### src/dscr_map.vh
`ifndef DSCR_MAP_VH
`define DSCR_MAP_VH
// ----------------------------------------------------------------------
// Rates and derived cycle counts
// ----------------------------------------------------------------------
`define DSCR_CLK_KHZ 100000
`define DSCR_I2C_MAX_KHZ 400
`define DSCR_TW_MAX_KHZ 1000
// Shortest half period of each serial clock, rounded down to cycles
`define DSCR_I2C_HALF_CYC (`DSCR_CLK_KHZ / (2 * `DSCR_I2C_MAX_KHZ))
`define DSCR_TW_HALF_CYC (`DSCR_CLK_KHZ / (2 * `DSCR_TW_MAX_KHZ))
// ----------------------------------------------------------------------
// Protocol fields
// ----------------------------------------------------------------------
`define DSCR_SLV_ADDR 7'h5d
`define DSCR_RAM_BIT 7
`define DSCR_BIT_LAST 3'h7
// ----------------------------------------------------------------------
// Byte buffer shape
// ----------------------------------------------------------------------
`define DSCR_FIFO_W 8
`define DSCR_FIFO_D 32
`define DSCR_FIFO_AW 5
`endif

### src/dscr_fifo.v
`timescale 1ns/10ps
// Byte buffer with a registered output stage; DEPTH must be 2**AW
module dscr_fifo #(
  parameter WIDTH = 8,
  parameter DEPTH = 32,
  parameter AW = 5
) (
  input wire core_clk_i,
  input wire rst_n_i,
  input wire in_valid_i,
  input wire [WIDTH-1:0] in_data_i,
  output wire in_ready_o,
  output reg out_valid_o,
  output reg [WIDTH-1:0] out_data_o,
  input wire out_ready_i
);
  reg [WIDTH-1:0] mem [0:DEPTH-1];
  reg [AW-1:0] wr_q;
  reg [AW-1:0] rd_q;
  reg [AW:0] cnt_q;
  wire wr_en;
  wire take;
  wire pop;

  // Full when the count reaches DEPTH, which sets its top bit
  assign in_ready_o = ~cnt_q[AW];
  assign wr_en = in_valid_i & ~cnt_q[AW];
  assign take = ~out_valid_o | out_ready_i;
  assign pop = take & (cnt_q != {(AW+1){1'b0}});

  // Storage has no reset; only written slots are ever read
  always @(posedge core_clk_i) begin
    if (wr_en) begin
      mem[wr_q] <= in_data_i;
    end
  end

  // Pointers, count and output stage
  always @(posedge core_clk_i) begin
    if (!rst_n_i) begin
      wr_q <= {AW{1'b0}};
      rd_q <= {AW{1'b0}};
      cnt_q <= {(AW+1){1'b0}};
      out_valid_o <= 1'b0;
      out_data_o <= {WIDTH{1'b0}};
    end else begin
      if (wr_en) begin
        wr_q <= wr_q + 1'b1;
      end
      if (pop) begin
        rd_q <= rd_q + 1'b1;
        out_data_o <= mem[rd_q];
      end
      if (take) begin
        out_valid_o <= pop;
      end
      cnt_q <= cnt_q + {{AW{1'b0}}, wr_en} - {{AW{1'b0}}, pop};
    end
  end
endmodule

### src/dscr_rx.v
`timescale 1ns/10ps
`include "dscr_map.vh"
// How it works
// RULE1: Strap low picks 3-wire, high picks I2C
// RULE2: I2C slave receiver only, up to 400 kHz
// RULE3: Address byte 1011101, read bit only in test
// RULE4: Later bytes are commands, each one acknowledged
// RULE5: STOP ends transfer; wait for start again
// RULE6: Reset or bus error drops partial byte
// RULE7: RAM byte written only in line retrace
// RULE8: RAM byte early: hold SCL low
// RULE9: Line sync active: release SCL, then write
// RULE10: 3-wire uses clock, data, high chip select
// RULE11: Chip select rise clears shift and receiver
// RULE12: Master sets each bit before rising edge
// RULE13: Rising serial clock samples data, LSB first
// RULE14: Eight bits make a byte for interpreter
// RULE15: Bytes may follow back to back
// RULE16: Chip select low aborts and disables receiver
// RULE17: Chip select tied low in I2C mode
// RULE18: Foreign address not acknowledged, skipped until STOP
// RULE19: All pins pass two-flop synchronisers first; test_mode_i and ram_bank_i feed the logic without them
module dscr_rx (
  input wire core_clk_i,
  input wire rst_n_i,
  input wire i2c_sel_i,
  input wire test_mode_i,
  input wire scl_i,
  output reg scl_o,
  output reg scl_oe_o,
  input wire sda_i,
  output reg sda_o,
  output reg sda_oe_o,
  input wire chip_sel_i,
  input wire line_sync_i,
  input wire frame_sync_i,
  input wire ram_bank_i,
  output wire cmd_valid_o,
  output wire [7:0] cmd_data_o,
  input wire cmd_ready_i,
  output reg overrun_o,
  output reg bus_err_o
);
  // ----------------------------------------------------------------------
  // States of the I2C receiver
  // ----------------------------------------------------------------------
  localparam [2:0] IS_IDLE = 3'h0;
  localparam [2:0] IS_SHIFT = 3'h1;
  localparam [2:0] IS_FULL = 3'h2;
  localparam [2:0] IS_HOLD = 3'h3;
  localparam [2:0] IS_ACK = 3'h4;
  localparam [2:0] IS_SKIP = 3'h5;

  // ----------------------------------------------------------------------
  // Pin synchronisers
  // ----------------------------------------------------------------------
  // Bit order: {strap, frame, line, cs, sda, scl}
  reg [5:0] meta_q;
  reg [5:0] sync_q;
  reg [5:0] dly_q;
  wire [5:0] pins;
  wire scl;
  wire sda;
  wire cs;
  wire hs;
  wire vs;
  wire sel;
  wire scl_rise;
  wire scl_fall;
  wire sda_rise;
  wire sda_fall;
  wire cs_rise;
  wire start;
  wire stop;

  assign pins = {i2c_sel_i, frame_sync_i, line_sync_i, chip_sel_i, sda_i, scl_i};

  // Only the second stage and its delayed copy feed any logic
  always @(posedge core_clk_i) begin
    if (!rst_n_i) begin
      // Serial lines idle high; starting them high avoids a false edge
      meta_q <= 6'h03;
      sync_q <= 6'h03;
      dly_q <= 6'h03;
    end else begin
      meta_q <= pins; // [RULE19]
      sync_q <= meta_q; // [RULE19]
      dly_q <= sync_q;
    end
  end

  assign scl = sync_q[0];
  assign sda = sync_q[1];
  assign cs = sync_q[2];
  assign hs = sync_q[3];
  assign vs = sync_q[4];
  assign sel = sync_q[5];

  // Edge of a synchronised line against its delayed copy
  function edge_of;
    input cur;
    input prev;
    input rising;
    begin
      edge_of = rising ? (cur & ~prev) : (~cur & prev);
    end
  endfunction

  // Edge detection at 100 MHz; both serial clocks are far slower
  assign scl_rise = edge_of(scl, dly_q[0], 1'b1);
  assign scl_fall = edge_of(scl, dly_q[0], 1'b0);
  assign sda_rise = edge_of(sda, dly_q[1], 1'b1);
  assign sda_fall = edge_of(sda, dly_q[1], 1'b0);
  assign cs_rise = edge_of(cs, dly_q[2], 1'b1);
  assign start = sda_fall & scl & dly_q[0];
  assign stop = sda_rise & scl & dly_q[0];

  // ----------------------------------------------------------------------
  // Shared byte buffer
  // ----------------------------------------------------------------------
  wire fifo_rdy;
  wire push_v;
  wire [7:0] push_d;

  dscr_fifo #(
    .WIDTH(`DSCR_FIFO_W),
    .DEPTH(`DSCR_FIFO_D),
    .AW(`DSCR_FIFO_AW)
  ) u_fifo (
    .core_clk_i(core_clk_i),
    .rst_n_i(rst_n_i),
    .in_valid_i(push_v),
    .in_data_i(push_d),
    .in_ready_o(fifo_rdy),
    .out_valid_o(cmd_valid_o),
    .out_data_o(cmd_data_o),
    .out_ready_i(cmd_ready_i)
  );

  // ----------------------------------------------------------------------
  // I2C slave receiver
  // ----------------------------------------------------------------------
  reg [2:0] i2c_st_q;
  reg [2:0] i2c_cnt_q;
  reg [7:0] i2c_sh_q;
  reg addr_ph_q;
  wire addr_ok;
  wire ram_byte;
  wire hold_ok;
  wire i2c_go;
  wire i2c_push;
  wire mid_byte;

  // Write bit must be 0 unless test mode lets a read bit through
  assign addr_ok = (i2c_sh_q[7:1] == `DSCR_SLV_ADDR) &
                   (~i2c_sh_q[0] | test_mode_i); // [RULE3]
  assign ram_byte = ram_bank_i & i2c_sh_q[`DSCR_RAM_BIT];
  // RAM bytes wait for line retrace outside frame sync
  assign hold_ok = ~ram_byte | (hs & ~vs); // [RULE7]
  assign i2c_go = hold_ok & fifo_rdy;
  assign i2c_push = sel & ~start & ~stop & ~addr_ph_q & i2c_go &
                    (((i2c_st_q == IS_FULL) & scl_fall) | (i2c_st_q == IS_HOLD));
  // A start or stop is legal only on a byte boundary
  assign mid_byte = ((i2c_st_q == IS_SHIFT) & (i2c_cnt_q != 3'h0)) |
                    (i2c_st_q == IS_FULL) | (i2c_st_q == IS_ACK);

  // Receiver state; the strap keeps it idle in 3-wire mode
  always @(posedge core_clk_i) begin
    if (!rst_n_i || !sel) begin
      i2c_st_q <= IS_IDLE; // [RULE1] [RULE6]
      i2c_cnt_q <= 3'h0;
      i2c_sh_q <= 8'h00;
      addr_ph_q <= 1'b1;
      scl_oe_o <= 1'b0;
      sda_oe_o <= 1'b0;
      bus_err_o <= 1'b0;
    end else if (stop | start) begin
      // Misplaced conditions are bus errors: drop byte, wait for start
      bus_err_o <= mid_byte;
      i2c_st_q <= (start & ~mid_byte) ? IS_SHIFT : IS_IDLE; // [RULE5] [RULE6]
      i2c_cnt_q <= 3'h0;
      i2c_sh_q <= 8'h00; // [RULE6]
      addr_ph_q <= 1'b1;
      scl_oe_o <= 1'b0;
      sda_oe_o <= 1'b0;
    end else begin
      bus_err_o <= 1'b0;
      case (i2c_st_q)
        IS_SHIFT: begin
          // MSB first on each rising SCL
          if (scl_rise) begin
            i2c_sh_q <= {i2c_sh_q[6:0], sda};
            i2c_cnt_q <= i2c_cnt_q + 3'h1;
            if (i2c_cnt_q == `DSCR_BIT_LAST) begin
              i2c_st_q <= IS_FULL;
            end
          end
        end
        IS_FULL: begin
          if (scl_fall) begin
            if (addr_ph_q) begin
              sda_oe_o <= addr_ok; // [RULE18]
              i2c_st_q <= addr_ok ? IS_ACK : IS_SKIP; // [RULE18]
            end else if (i2c_go) begin
              sda_oe_o <= 1'b1; // [RULE4]
              i2c_st_q <= IS_ACK;
            end else begin
              // Stretch the clock until the byte can be stored
              scl_oe_o <= 1'b1; // [RULE8]
              sda_oe_o <= 1'b1;
              i2c_st_q <= IS_HOLD;
            end
          end
        end
        IS_HOLD: begin
          if (i2c_go) begin
            scl_oe_o <= 1'b0; // [RULE9]
            i2c_st_q <= IS_ACK;
          end
        end
        IS_ACK: begin
          // Acknowledge stands for one SCL low-high-low period
          if (scl_fall) begin
            sda_oe_o <= 1'b0;
            addr_ph_q <= 1'b0; // [RULE4]
            i2c_cnt_q <= 3'h0;
            i2c_st_q <= IS_SHIFT;
          end
        end
        IS_SKIP: begin
          sda_oe_o <= 1'b0;
        end
        IS_IDLE: begin
          sda_oe_o <= 1'b0;
        end
        default: begin
          i2c_st_q <= IS_IDLE;
        end
      endcase
    end
  end

  // ----------------------------------------------------------------------
  // Three-wire receiver
  // ----------------------------------------------------------------------
  reg tw_on_q;
  reg [2:0] tw_cnt_q;
  reg [7:0] tw_sh_q;
  wire tw_bit;
  wire tw_push;

  // A sample only counts while enabled, selected and chip select high
  assign tw_bit = ~sel & tw_on_q & cs & scl_rise; // [RULE10] [RULE13]
  assign tw_push = tw_bit & (tw_cnt_q == `DSCR_BIT_LAST); // [RULE14]

  always @(posedge core_clk_i) begin
    if (!rst_n_i || sel) begin
      tw_on_q <= 1'b0; // [RULE1]
      tw_cnt_q <= 3'h0;
      tw_sh_q <= 8'h00;
    end else if (cs_rise) begin
      tw_on_q <= 1'b1; // [RULE11]
      tw_cnt_q <= 3'h0;
      tw_sh_q <= 8'h00; // [RULE11]
    end else if (!cs) begin
      tw_on_q <= 1'b0; // [RULE16]
      tw_cnt_q <= 3'h0; // [RULE16]
    end else if (tw_bit) begin
      // LSB first; counter wraps so the next byte follows at once
      tw_sh_q <= {sda, tw_sh_q[7:1]}; // [RULE13]
      tw_cnt_q <= tw_cnt_q + 3'h1; // [RULE15]
    end
  end

  // ----------------------------------------------------------------------
  // Byte hand-off and pin drivers
  // ----------------------------------------------------------------------
  // The receivers are exclusive, so a simple OR-style select suffices
  assign push_v = i2c_push | (tw_push & fifo_rdy);
  assign push_d = sel ? i2c_sh_q : {sda, tw_sh_q[7:1]}; // [RULE14]

  // The 3-wire master cannot be stalled; a full buffer loses the byte
  always @(posedge core_clk_i) begin
    if (!rst_n_i) begin
      overrun_o <= 1'b0;
    end else if (tw_push & ~fifo_rdy) begin
      overrun_o <= 1'b1;
    end else if (cs_rise) begin
      overrun_o <= 1'b0;
    end
  end

  // Open-drain lines only ever pull low; never drive data out
  always @(posedge core_clk_i) begin
    if (!rst_n_i) begin
      scl_o <= 1'b0;
      sda_o <= 1'b0; // [RULE2]
    end else begin
      scl_o <= 1'b0;
      sda_o <= 1'b0;
    end
  end
endmodule
### config.mk
export PLATFORM = sky130hd
export DESIGN_NAME = dscr_rx
export DESIGN_NICKNAME = d
export VERILOG_FILES = /design/src/dscr_fifo.v /design/src/dscr_rx.v
export VERILOG_INCLUDE_DIRS = /design/src /design/src/src
export SDC_FILE = /design/constraint.sdc
export NUM_CORES = 1
export LEC_CHECK = 0
export BUFFER_PORTS_ARGS = -buffer_cell sky130_fd_sc_hd__buf_2
export CORE_MARGIN = 5
export CORE_UTILIZATION = 30
export CTS_BUF_LIST = sky130_fd_sc_hd__clkbuf_4 sky130_fd_sc_hd__clkbuf_8 sky130_fd_sc_hd__clkbuf_16
export DETAILED_ROUTE_END_ITERATION = 8
export PLACE_DENSITY_LB_ADDON = 0.05
export SYNTH_ARGS = -nofsm -noshare
export SYNTH_HDL_FRONTEND = slang
export SYNTH_SLANG_ARGS = --single-unit
### constraint.sdc
create_clock -name core_clk_i -period 2.7 [get_ports core_clk_i]
set_input_delay 0.135 -clock core_clk_i [delete_from_list [all_inputs] [get_ports core_clk_i]]
set_output_delay 0.135 -clock core_clk_i [all_outputs]
set_load 0.03 [all_outputs]
==> impl_metrics.csv <==
group,metric,value,unit
cts,clockBufferDepth,3,
floorplanning,die_y,218,microns
placed_design,hpwl,21.0,mm
global_route,grt_pass1_vias,7472,
synth,synthMuxAreaShare,13.4,%
power,fin_total_pwr,12.6,mW
synth,synthDistinctLibCells,56,
layout,mostFrequentLayoutCells,"edfxtp_1 (256), nor2_1 (83), dfxtp_1 (67)",
cts,clock_sinks,326,
timing,hold_viol_final,0,
detailed_routing,drt_iter0_drc,424,
synth,synthCells,796,
power,switching_share,25.4,%
layout,final_common_cell,"edfxtp_1",
detailed_routing,drc,0,
timing,post-route-min-period,2620,ps
detailed_routing,drt-wirelength-per-cell,21.6,microns
synth,synth_fa_ha_area_share,1.89,%
power,p_int,9.36,mW
synth,syn_area,13000,sq um
synth,ys_seq_area_share,69.9,%
global_route,grt_pass1_wl,48.3,mm
cts,clk_latency,540,ps
timing,fmaxAchievable,382,MHz
power,power_frac_seq,45.1,%
cts,cts_buffers,37,
setup_path,cp_max_fo,23,
setup_path,crit_type,"register to register",
global_route,grt_overflow,0,
detailed_routing,vias,7080,
power,p_per_area,809,nW/um^2
timing,setup_ws,80.2,ps
global_route,grt_antenna_before_repair,0,
global_route,grt_usage,13.8,%
layout,num_antenna_cells,0,
detailed_routing,wl,32.5,mm
cts,tritoncts,"yes",
floorplanning,die_w,218,microns
placed_design,portBuffers,23,
worst_hold_path,hold_path_class,"input port to register",
synth,syn_area_per_cell,16.3,sq um
layout,nNetsFinal,924,
timing,period_share,97.0,%
layout,fillers,4121,
synth,synth_top_family_by_area,"multiplexers",
synth,ys_seq_elements,326,
power,clockPowerShare,39.6,%
layout,area_growth,19.3,%
power,irDropWorstVdd,0.376,mV
timing,worst_slew_pin_slew,828,ps
flow_run,max_cap_violations,0,
synth,synth-xor-area-share,0.875,%
synth,async_flop_share,0,%
placed_design,pre_cts_ws,19.6,ps
synth,yosys_warnings,0,
synth,synthFlopType,"edfxtp_1",
synth,synth_compound_area_share,5.48,%
floorplanning,core-area,43000,sq um
floorplanning,start_util,30.3,%
detailed_routing,final_antenna_net_count,0,
layout,layout-drive-gt1-share,23.9,%
power,combPwrFrac,15.3,%
outcome,status,"completed",
power,static-leakage-power,5.02,nW
synth,synth-edff-count,256,
placed_design,place.gp.congestion,0.773,
detailed_routing,via_per_inst,4.71,
timing,max_slew_margin,44.6,%
timing,skew,26.8,ps
cts,cts_root_buffer,"clkbuf_16",
detailed_routing,first_pass_iters,5,
setup_path,startpoint_type,"register",
synth,synth-simple-area-share,6.31,%
cts,cts.reportedPaths.clkPinSlew,60,ps
setup_path,crit_required,3130,ps
floorplanning,die_area,47600,sq um
timing,slew_viol_final,0,
timing,setup_viol,0,
cts,htreeDepth,2,
power,p_switching,3.19,mW
timing,rsz0062_at_grt,"no",
global_route,grt_max_degree,33,
setup_path,arrival,3050,ps
floorplanning,ios,26,
setup_path,cp-end-kind,"register",
floorplanning,row_count,76,
## metal layers
layer / global-route usage [%] / up-vias / wire length [microns]
li1: - / 3269 / -
met1: 17.7 / 3626 / 14300
met4: 3.73 / 0 / 687
met3: 2.84 / 46 / 1210
met5: 0 / - / 0
met2: 23.7 / 139 / 16300
## cells by family (layout without fill, tap and decap cells)
family,after synthesis,count (layout)
AOI/OAI and AO/OA,94,94
xor gates and xnor gates,13,13
adders and majority gates,19,19
buffers and inverters,61,183
DFF,326,326
muxes,112,112
other,1,2
and+or+nand+nor,170,170
## Yosys cell counts (all sizes together) (9+ instances only)
cell      n  area [sq um]
edfxtp  256          7690
nor2     83           312
dfxtp    70          1400
mux2i    56           561
mux4     48          1090
a21oi    26           130
buf      21           134
nand2    21          81.3
clkbuf   20          75.1
inv      19          71.3
ha       18           225
a22o     14           123
nand2b   12          75.1
and2     11          68.8
a22oi     9          67.6
nand3     9          45.0
o221ai    9          78.8
xor2      9          78.8
## power by group through the flow
stage	registers, mW	clock network [mW]	logic [mW]
after CTS	5.66	5.15	1.96
after global routing	5.69	5.35	2.11
after global placement	5.77	0	1.95
after floorplan	5.72	0	1.42
after detailed placement	5.77	0	1.94
final	5.66	4.97	1.92
## through the flow
| step | utilization, % | area, sq um | hold WS [ps] | TNS [ps] | cells |
|---|---|---|---|---|---|
| 5_1_grt | 36.1 | 15500 | 147 | 0 | 1504 |
| 3_5_place_dp | 32.9 | 14100 | 326 | 0 | 1426 |
| 3_3_place_gp | 32.9 | 14100 | 321 | -0.524 | 1426 |
| 6_report | 36.1 | 15500 | 134 | 0 | 1504 |
| 4_1_cts | 36.1 | 15500 | 108 | 0 | 1504 |
| 2_1_floorplan | - | 13000 | 236 | 0 | 797 |
## final timing paths
path                        from  slack (ps)  cells after the start              endpoint
hold / removal       test_mode_i         130                      5              sda_oe_o
setup / recovery  u_fifo.rd_q[0]          80                      6  u_fifo.out_data_o[6]
setup reg to reg  u_fifo.rd_q[0]          80                      6  u_fifo.out_data_o[6]
hold reg to reg        meta_q[1]         420                      1             sync_q[1]
## flip-flops by register name, indices dropped and copies added (netlist names), 3 cells and up
register,count
u_fifo.mem,256
dly_q,3
u_fifo.out_data_o,8
u_fifo.cnt_q,6
sync_q,6
u_fifo.wr_q,5
i2c_sh_q,8
i2c_cnt_q,3
tw_cnt_q,3
meta_q,6
i2c_st_q,3
tw_sh_q,7
u_fifo.rd_q,5
## critical path: stages (launching register included)
cell and delay (ps):
dfxtp_4 590, buf_12 270, mux4_2 530, a2111oi_1 650
buf_4 210, a21oi_1 40, a22o_1 180
## final cells by class
type | count | area [sq um] | area share (%)
Multi-Input combinational cell | 410 | 3660 | 23.6
Inverter | 20 | 75.1 | 0.484
Timing Repair Buffer | 99 | 746 | 4.80
Sequential cell | 326 | 9090 | 58.6
Tap cell | 585 | 732 | 4.72
Clock inverter | 9 | 71.3 | 0.459
Clock buffer | 55 | 1140 | 7.37
## what timing repair did
action	in CTS	in global routing
hold buffers	14	0
setup endpoints to repair	0	19
endpoints found under the hold margin	11	0
gates resized for setup	0	6
buffers inserted	0	0
No activity file was read; power rests on OpenSTA's default activity.
